$ cat src/msc_defines.svh
// Purpose: Offsets, field positions, reset values and codes of the MSI
//          pending-status and PCI Express capability register block.
// Assumes: Byte offsets within the port's configuration space.
// Notes:   Included by the design modules; definitions only.
//
// Behaviour
// RULE1: Bridged-isolation base mode, two or more vectors: bit 1 shows link-side error pending.
// RULE2: Bit 1 also shows link state changes and dropped fatal or non-fatal messages.
// RULE3: Bit 2 shows GPIO pending on port 0 base or VS upstream, vectors 010b/011b.
// RULE4: Bit 3 shows isolation doorbell pending only in base bridged-isolation mode, 011b.
// RULE5: Bit 4 shows management doorbell on VS upstream or management port, 011b.
// RULE6: Bit 5 shows management link status on management port, 011b; bits 31:6 zero.
// RULE7: Capability identifier, bits 7:0, reads 10h.
// RULE8: Next capability pointer, bits 15:8, reads A4h.
// RULE9: Capability version, bits 19:16, reads 2h.
// RULE10: Port type, bits 23:20, fixed at reset: 5h upstream, 6h downstream.
// RULE11: Slot-implemented bit 24 defaults 1 downstream, preload may clear; upstream zero.
// RULE12: Interrupt message number, bits 29:25, reads zero.
// RULE13: Maximum payload supported defaults 100b up to six ports, else 011b.
// RULE14: Payload codes 000b to 100b mean 128 to 2048 bytes; others invalid.
// RULE15: Extended tag bit 5 reads 0; phantom functions bits 4:3 read zero.
// RULE16: L0s latency bits 8:6 and L1 latency bits 11:9 read 000b.
// RULE17: Enabled vector count sits at MSI control bits 22:20 and selects bits.
// RULE18: Status register moves from 5Ch to 58h when 64-bit capable is clear.
// RULE19: Reserved bits read zero; writes to read-only fields change nothing.
`ifndef MSC_DEFINES_SVH
`define MSC_DEFINES_SVH

`define MSC_OFF_STS_64 12'h05c
`define MSC_OFF_STS_32 12'h058
`define MSC_OFF_PCIE_CAP 12'h068
`define MSC_OFF_DEV_CAP 12'h06c

`define MSC_MME_MSB 22
`define MSC_MME_LSB 20
`define MSC_CAP64_BIT 23
`define MSC_MME_ONE 3'h0
`define MSC_MME_TWO 3'h1
`define MSC_MME_FOUR 3'h2
`define MSC_MME_EIGHT 3'h3
`define MSC_STS_BITS 6

`define MSC_CAP_ID 8'h10
`define MSC_NEXT_PTR 8'ha4
`define MSC_CAP_VER 4'h2
`define MSC_TYPE_UP 4'h5
`define MSC_TYPE_DN 4'h6
`define MSC_MSG_NUM 5'h00
`define MSC_SLOT_BIT 24
`define MSC_SLOT_DN_RST 1'b1

`define MSC_MPS_2048 3'h4
`define MSC_MPS_1024 3'h3
`define MSC_MPS_MAX_CODE 3'h4
`define MSC_SMALL_PORTS 4'h6
`define MSC_PHANTOM 2'h0
`define MSC_EXT_TAG 1'b0
`define MSC_LAT_L0S 3'h0
`define MSC_LAT_L1 3'h0
`define MSC_DEVCAP_RSVD 3'h0
`define MSC_ROLE_ERR 1'b1

`endif

$ cat src/msc_pkg.sv
// Purpose: Types of the Msi_pending_status and capability register block.
// Assumes: Widths match the offsets and fields of msc_defines.svh.
// Notes:   Each module keeps its whole state in one of these structs.
package msc_pkg;

   typedef struct packed {
      logic [5:0] pend;
   } msc_pend_s;

   typedef struct packed {
      logic strap_done;
      logic upstream;
      logic [2:0] mps;
      logic slot_impl;
      logic rd_ack;
      logic wr_ack;
      logic [31:0] rdata;
   } msc_regs_s;

endpackage

$ cat src/msc_sts_if.sv
// Purpose: Carries mode, vector count and event levels to the pending
//          status logic and the status bits back.
// Assumes: All signals on core_clk.
// Notes:   No clocking block.
`timescale 1ns/10ps
`default_nettype none
interface msc_sts_if;
   logic [2:0] mme;
   logic vs_mode;
   logic nt_mode;
   logic nt_vif;
   logic port_zero;
   logic upstream;
   logic mgmt;
   logic hp_evt;
   logic link_err_evt;
   logic link_dll_evt;
   logic link_msg_evt;
   logic gpio_evt;
   logic db_evt;
   logic mdb_evt;
   logic mls_evt;
   logic [5:0] status;

   modport src (output mme, vs_mode, nt_mode, nt_vif, port_zero, upstream,
      mgmt, hp_evt, link_err_evt, link_dll_evt, link_msg_evt, gpio_evt,
      db_evt, mdb_evt, mls_evt, input status);
   modport sts (input mme, vs_mode, nt_mode, nt_vif, port_zero, upstream,
      mgmt, hp_evt, link_err_evt, link_dll_evt, link_msg_evt, gpio_evt,
      db_evt, mdb_evt, mls_evt, output status);
endinterface
`default_nettype wire
$ cat src/msc_cap_regs.sv
// Purpose: Read-only MSI pending status, PCI Express capability header and
//          lower device capability registers of one switch port.
// Assumes: Configuration reads and writes arrive as one-cycle strobes with
//          a byte offset; straps are stable around reset release.
// Notes:   Answers come one clock after the strobe.
`timescale 1ns/10ps
`default_nettype none
`include "msc_defines.svh"
module msc_cap_regs import msc_pkg::*; (
   input wire logic core_clk,
   input wire logic rst_b,
   input wire logic cfg_rd,
   input wire logic cfg_wr,
   input wire logic [11:0] cfg_addr,
   input wire logic [31:0] cfg_wdata,
   output logic [31:0] cfg_rdata,
   output logic cfg_rd_ack,
   output logic cfg_wr_ack,
   input wire logic preload_wr,
   input wire logic [11:0] preload_addr,
   input wire logic [31:0] preload_wdata,
   input wire logic [31:0] msi_ctrl_word,
   input wire logic virtual_switch_mode,
   input wire logic bridged_isolation_mode,
   input wire logic isolation_vif,
   input wire logic port_zero,
   input wire logic upstream_port,
   input wire logic mgmt_port,
   input wire logic [3:0] port_count,
   input wire logic hp_evt,
   input wire logic link_err_evt,
   input wire logic link_dll_evt,
   input wire logic link_msg_evt,
   input wire logic gpio_evt,
   input wire logic db_evt,
   input wire logic mdb_evt,
   input wire logic mls_evt
);
   msc_regs_s st_q;
   msc_regs_s st_d;
   logic cap64;
   logic sts_hit;
   logic [31:0] cap_hdr;
   logic [31:0] dev_cap;
   logic [2:0] pre_mps;

   msc_sts_if sif ();

   assign sif.mme = msi_ctrl_word[`MSC_MME_MSB:`MSC_MME_LSB]; // RULE17
   assign sif.vs_mode = virtual_switch_mode;
   assign sif.nt_mode = bridged_isolation_mode;
   assign sif.nt_vif = isolation_vif;
   assign sif.port_zero = port_zero;
   assign sif.upstream = st_q.upstream;
   assign sif.mgmt = mgmt_port;
   assign sif.hp_evt = hp_evt;
   assign sif.link_err_evt = link_err_evt;
   assign sif.link_dll_evt = link_dll_evt;
   assign sif.link_msg_evt = link_msg_evt;
   assign sif.gpio_evt = gpio_evt;
   assign sif.db_evt = db_evt;
   assign sif.mdb_evt = mdb_evt;
   assign sif.mls_evt = mls_evt;

   msc_pend_status u_pend (
      .core_clk(core_clk),
      .rst_b(rst_b),
      .sif(sif)
   );

   // Codes above 2048 bytes have no meaning and are never stored.
   function automatic logic mps_valid(input logic [2:0] code);
      return code <= `MSC_MPS_MAX_CODE; // RULE14
   endfunction

   always_comb begin
      cap64 = msi_ctrl_word[`MSC_CAP64_BIT];
      sts_hit = cap64 ? (cfg_addr == `MSC_OFF_STS_64) :
         (cfg_addr == `MSC_OFF_STS_32); // RULE18
      cap_hdr = '0;
      cap_hdr[7:0] = `MSC_CAP_ID; // RULE7
      cap_hdr[15:8] = `MSC_NEXT_PTR; // RULE8
      cap_hdr[19:16] = `MSC_CAP_VER; // RULE9
      cap_hdr[23:20] = st_q.upstream ? `MSC_TYPE_UP : `MSC_TYPE_DN; // RULE10
      cap_hdr[`MSC_SLOT_BIT] = !st_q.upstream && st_q.slot_impl; // RULE11
      cap_hdr[29:25] = `MSC_MSG_NUM; // RULE12
      dev_cap = '0;
      dev_cap[2:0] = st_q.mps;
      dev_cap[4:3] = `MSC_PHANTOM; // RULE15
      dev_cap[5] = `MSC_EXT_TAG; // RULE15
      dev_cap[8:6] = `MSC_LAT_L0S; // RULE16
      dev_cap[11:9] = `MSC_LAT_L1; // RULE16
      dev_cap[14:12] = `MSC_DEVCAP_RSVD;
      dev_cap[15] = `MSC_ROLE_ERR;
      pre_mps = preload_wdata[2:0];

      st_d = st_q;
      st_d.rd_ack = cfg_rd;
      st_d.wr_ack = cfg_wr && !cfg_rd; // RULE19
      if (!st_q.strap_done) begin
         // Straps are caught on the first edge after reset release.
         st_d.strap_done = 1'b1;
         st_d.upstream = upstream_port; // RULE10
         st_d.slot_impl = `MSC_SLOT_DN_RST; // RULE11
         st_d.mps = (port_count <= `MSC_SMALL_PORTS) ? `MSC_MPS_2048 :
            `MSC_MPS_1024; // RULE13
      end else if (preload_wr) begin
         if (preload_addr == `MSC_OFF_PCIE_CAP && !st_q.upstream) begin
            st_d.slot_impl = preload_wdata[`MSC_SLOT_BIT]; // RULE11
         end
         if (preload_addr == `MSC_OFF_DEV_CAP && mps_valid(pre_mps)) begin
            st_d.mps = pre_mps; // RULE14
         end
      end
      if (cfg_rd) begin
         if (sts_hit) begin
            st_d.rdata = {26'h0, sif.status}; // RULE6
         end else if (cfg_addr == `MSC_OFF_PCIE_CAP) begin
            st_d.rdata = cap_hdr;
         end else if (cfg_addr == `MSC_OFF_DEV_CAP) begin
            st_d.rdata = dev_cap;
         end else begin
            st_d.rdata = '0; // RULE19
         end
      end
   end

   always_ff @(posedge core_clk or negedge rst_b) begin
      if (!rst_b) begin
         st_q <= '0;
      end else begin
         st_q <= st_d;
      end
   end

   assign cfg_rdata = st_q.rdata;
   assign cfg_rd_ack = st_q.rd_ack;
   assign cfg_wr_ack = st_q.wr_ack;
endmodule // msc_cap_regs
`default_nettype wire

$ cat src/msc_pend_status.sv
// Purpose: Qualifies the six interrupt category levels into the pending
//          status bits of the Msi_pending_status register.
// Assumes: Event levels are held by their sources until serviced.
// Notes:   Status follows its inputs one clock later.
`timescale 1ns/10ps
`default_nettype none
`include "msc_defines.svh"
module msc_pend_status import msc_pkg::*; (
   input wire logic core_clk,
   input wire logic rst_b,
   msc_sts_if.sts sif
);
   msc_pend_s st_q;
   msc_pend_s st_d;
   logic base;
   logic mme_2up;
   logic mme_4up;
   logic mme_8;

   always_comb begin
      base = !sif.vs_mode;
      mme_8 = (sif.mme == `MSC_MME_EIGHT);
      mme_4up = (sif.mme == `MSC_MME_FOUR) || mme_8;
      mme_2up = (sif.mme == `MSC_MME_TWO) || mme_4up; // RULE17
      st_d = '0;
      st_d.pend[0] = mme_4up && sif.hp_evt;
      st_d.pend[1] = base && sif.nt_mode && sif.nt_vif && mme_2up &&
         (sif.link_err_evt || sif.link_dll_evt || sif.link_msg_evt); // RULE1 RULE2
      st_d.pend[2] = mme_4up && sif.gpio_evt &&
         ((base && sif.port_zero) || (sif.vs_mode && sif.upstream)); // RULE3
      st_d.pend[3] = base && sif.nt_mode && sif.nt_vif && mme_8 &&
         sif.db_evt; // RULE4
      st_d.pend[4] = sif.vs_mode && (sif.upstream || sif.mgmt) && mme_8 &&
         sif.mdb_evt; // RULE5
      st_d.pend[5] = sif.vs_mode && sif.mgmt && mme_8 && sif.mls_evt; // RULE6
   end

   always_ff @(posedge core_clk or negedge rst_b) begin
      if (!rst_b) begin
         st_q <= '0;
      end else begin
         st_q <= st_d;
      end
   end

   assign sif.status = st_q.pend;
endmodule // msc_pend_status
`default_nettype wire

$ cat config.mk
export PLATFORM = sky130hd
export DESIGN_NAME = msc_cap_regs
export DESIGN_NICKNAME = d
export VERILOG_FILES = /design/src/msc_pkg.sv /design/src/msc_sts_if.sv /design/src/msc_cap_regs.sv /design/src/msc_pend_status.sv
export VERILOG_INCLUDE_DIRS = /design/src
export SDC_FILE = /design/constraint.sdc
export NUM_CORES = 1
export LEC_CHECK = 0
export CAP_MARGIN = 10
export CORE_MARGIN = 5
export CORE_UTILIZATION = 40
export DETAILED_ROUTE_END_ITERATION = 8
export DONT_BUFFER_PORTS = 1
export PLACE_DENSITY = 0.66
export SKIP_CTS_REPAIR_TIMING = 1
export SLEW_MARGIN = 30
export SYNTH_ARGS = -nofsm -noshare
export SYNTH_HDL_FRONTEND = slang
export SYNTH_SLANG_ARGS = --single-unit
$ cat constraint.sdc
create_clock -name core_clk -period 1.1 [get_ports core_clk]
set_clock_uncertainty 0.1 [all_clocks]
set_input_delay 0.22 -clock core_clk [delete_from_list [all_inputs] [get_ports core_clk]]
set_output_delay 0.22 -clock core_clk [all_outputs]
set_load 0.03 [all_outputs]
* Yosys cells after proc, flatten, opt, wreduce, memory -nomap -nowiden
Index checks and enable logic that the tools add are counted.
W data, S select, Z words.
** Operators by class
- Order comparisons :: 2
- Equality and inequality tests :: 12
- Muxes and demuxes :: 10
- Reduce and logical (&&, ||, !) cells :: 32
** Operators with widths (count)
- $eq A12 B7 Y1 const B :: 6
- $mux W25 :: 2
- $logic_and A1 B1 Y1 :: 21
- $mux W16 :: 1
- $mux W4 :: 2
- $eq A3 B2 Y1 const B :: 2
- $logic_or A1 B1 Y1 :: 6
- $mux W3 :: 2
- $le A4 B3 Y1 const B :: 1
- $ne A2 B1 Y1 const B :: 2
- $reduce_and A2 Y1 :: 2
- $eq A3 B1 Y1 const B :: 1
- $le A3 B3 Y1 const B :: 1
- $logic_not A1 Y1 :: 3
- $mux W1 :: 2
- $mux W2 :: 1
- $ne A2 B2 Y1 const B :: 1
** Word-level totals
- Register bits after elaboration :: 46
- Input port bits :: 143
- Output and inout bits :: 34
- Word-level logic and storage cells :: 64

* Logic depth before layout (Yosys ltp)
- Word-level depth :: 5
- Mapped depth :: 4
- Depth with buffers taken out :: 4

* By module
A second synthesis with hierarchy kept.
** Second synthesis, totals
- Cell total of the unflattened synthesis :: 139
- Area, all modules :: 1421.4 um^2
** By module, submodules not included
- msc_cap_regs :: instances 1, cells each 119, area each 1173.6 um^2, seq. area each 475.5 um^2
- msc_pend_status :: instances 1, cells each 20, area each 247.7 um^2, seq. area each 150.1 um^2

* Least setup slack after synthesis
Ideal clock, no wire load.
- Path kind :: in2reg
- Start :: input port cfg_addr[9]
- End :: register st_q (netlist bit cfg_rdata[0])
- Setup time :: 0.067 ns
- Data arrival time :: 1.243 ns
- Required time :: 0.933 ns
- Setup slack :: -0.310 ns
- Stages on the path :: 4
- Buffers on the path :: 0
- Cells stage by stage :: nor4_2 -> nand4_2 -> nor4b_4 -> a221o_1
** Between the ends
- Word-level cells in the longest chain between the ends :: 4
- Elaborated cells on any way between the ends :: 8
- Classes of those cells :: eq/ne (4); mux (4)
** RTL lines
- from (decl) :: line msc_cap_regs.sv:14 : input wire logic [11:0] cfg_addr,
- $eq A12 B7 Y1 (no line)
- $mux W16 :: line msc_cap_regs.sv:120 : end else if (cfg_addr == `MSC_OFF_DEV_CAP) begin
- $mux W25 :: line msc_cap_regs.sv:118 : end else if (cfg_addr == `MSC_OFF_PCIE_CAP) begin
- $mux W25 (*) :: line msc_cap_regs.sv:116 : if (sts_hit) begin
- to (signal assigned) :: line msc_cap_regs.sv:132 : st_q <= st_d;
- to (decl) :: line msc_cap_regs.sv:39 : msc_regs_s st_q;
Mark *: on every way between the ends. The rest lies on a longest branch, timed or not.
A chain may end at the register's enable or synchronous reset.

==> metrics.txt <==
PortBufs 0; Synth area leader dfrtp_1; switching power 0.489 mW; DR pass1 iterations 4; deepest level of the CTS H-tree 1; Worst Hold Depth 3; Worst Reg2Reg Path Length in Cells 3; Synth Instances 130; MaxCap Viol Count 0; Layout fillers 286; Util after Layout 54.0%; part of the Yosys area used for sequential elements 45.3%; violated checks hold timing, setup timing; Cell Pwr Density 936 mW/mm^2; crit-path cells buf_12; Routed WL 3560 um; VDD IR max 0.427 mV; CTS tree built; die area 0.00473 sq mm; Hold WC Path Type in2reg; initial core utilization 41.4%; Worst Setup Start Kind flop; Setup WS post-layout -0.159 ns; DIE WIDTH 68.8 um; CP Data Required Time 0.78 ns; Cell Area, Synth 0.00138 sq mm; clk_lat worst skew 0.32 ns; busiest metal layer after global routing met2; RSZ-0062 raised after global routing yes; vias in the first global route 940; Largest delay share family, worst path flip-flops; reg2reg start cfg_rdata[1]; critical path class reg2out; critical path fanouts, max 4; Synth area leaders dfrtp_1 45%, buf_4 17%, a221o_1 2.9%; CTS Buffer Depth 2; Global Route met2 Usage 18.2%; routed vias/inst 5.04; sw frac 29.0%; Sequential Power Share 57.8%; core area 0.00334 sq mm; Power Total 1.69 mW; number of placement rows 21; Pleak 0.829 nW; Fin. Hold Viols 1; Int Power 1.20 mW; most frequent cells after synthesis 32 x buf_4, 25 x dfrtp_1, 7 x inv_1, 7 x nand3_1, 6 x nand2_1; Placement Setup Slack -0.388 ns; Routed WL per cell 17.2 um; drt first-iter violations 54; DRC 0; critical path's largest stage delay 0.42 ns; Clock power frac 25.2%; met1 Track Usage GR 15.4%; met3 GRT Util 3.08%; largest net degree at the start of global routing 26; Most used DFF post-synth dfrtp_1; Max Transition Viols Final 0; Post-DRT Antenna Nets 0; share of cells above drive strength 1 28.0%; via count 1043; Clk pin slew, worst setup/hold paths 0.14 ns; most common cell in the synthesized netlist buf_4; Period minus WS final 1.26 ns; antenna cell count 0; total track usage 11.8%; routability cong. 0.712; hold_ws -0.00649 ns; root buffer cell clkbuf_4; # setup viols final 28; total gr overflow 0; Non-Filler Instances 207; fmax 0.794 GHz; nets 305; Worst Setup End Kind output port; Critical path buffers and inverters 1; Synth Area per Inst 10.6 sq um; io pins 177; Crit. Startpoint cfg_rdata[22]; CTS Buf Count 3; Placed Instances 174; Post-DP HPWL 2350 um; HP Start preload_wdata[0]; antenna violations before repair 0; Async SR Flop Fraction 100%; Final Cycle Share 114%; Crit path arrival time 0.94 ns; synth unique cells 37; Area Growth Syn to Fin 30.4%; WP depth 1; Synth top area share 45.3%; DIE HEIGHT 68.8 um; Yosys reg bits 25; number of synthesized flops with an enable pin 0; Slowest-stage cell, CP dfrtp_1; outcome complete, but fails checks; first-pass GRT wire length 4170 um; Syn. warnings 0; reg-to-reg slack, setup -0.04 ns; Comb power frac 17.0%; Clock Sinks 25
## placed cells by master (no fill, tap or decap), types with 2 or more instances in the layout
cell type	netlist	layout
and2b_2	2	2
nor4_1	3	2
a22o_1	4	4
nor3_1	2	2
nor2b_1	2	2
nor4b_4	1	3
inv_1	7	7
a221o_1	4	4
buf_12	0	2
dfrtp_2	0	4
buf_6	0	11
or3_1	2	2
nand3_1	7	6
conb_1	2	19
dlygate4sd3_1	0	19
nor4_4	1	3
clkbuf_4	0	3
nand2_1	6	6
o21ai_0	2	2
nor2_1	5	4
dfrtp_1	25	21
buf_4	32	11
a31oi_1	3	3
## layout make-up
cell class,count,area (sq um),area share [%]
clock buffer,3,22.5,1.25
clock inverter,1,7.51,0.417
inverter,7,26.3,1.46
multi-input combinational,82,621,34.4
sequential,25,631,35.0
tap,46,57.6,3.19
timing repair buffer,43,437,24.2
## power groups by stage
stage               logic [mW]  clock network [mW]  registers [mW]
floorplan                0.212                   0           0.985
global placement         0.175                   0           0.992
detailed placement       0.176                   0           0.993
CTS                      0.177               0.432           0.975
global route             0.310               0.475           0.979
finish                   0.286               0.425           0.975
## path summary, 6_finish.rpt
path	endpoint
worst max-delay path	cfg_rdata[13]
worst min-delay path	dev_cap[0]
worst max register to register	cfg_rdata[1]
worst min register to register	cfg_rdata[3]
max in group asynchronous	st_q[39]
min in group asynchronous	cfg_rd_ack
## routing by layer
| layer | part of all wire, % | up-vias |
|---|---|---|
| li1 | - | 476 |
| met1 | 37 | 487 |
| met2 | 50 | 72 |
| met3 | 10 | 8 |
| met4 | 2.5 | 0 |
| met5 | 0 | - |
## metrics by stage
| step | setup TNS [ns] | cell area [sq um] | hold WS (ns) |
|---|---|---|---|
| after global placement | -3.96 | 1420 | -0.175 |
| after global routing | -4.12 | 1800 | -0.00519 |
| after detailed placement | -4.36 | 1420 | -0.175 |
| after CTS | -2.66 | 1450 | -0.539 |
| after floorplan | -2.87 | 1490 | -0.176 |
| final | -2.63 | 1800 | -0.00649 |
## registers in the layout, indices dropped and copies added, names as in the netlist
signal and cells:
cfg_rdata 11, st_q 2, u_pend.sif.status 6, cfg_wr_ack 1, sif.upstream 1, dev_cap 3, cfg_rd_ack 1
## cell families (layout without fill, tap and decap cells)
| family | Yosys count | after routing | share of synthesized area, % |
|---|---|---|---|
| and+or+nand+nor | 40 | 40 | 20.9 |
| other | 2 | 19 | 0.544 |
| AOI/OAI and AO/OA | 20 | 20 | 11.5 |
| DFF | 25 | 25 | 45.3 |
| muxes | 2 | 2 | 1.54 |
| buffers and inverters | 40 | 54 | 19.6 |
| xor gates and xnor gates | 1 | 1 | 0.634 |
No activity file was read; power rests on OpenSTA's default activity.
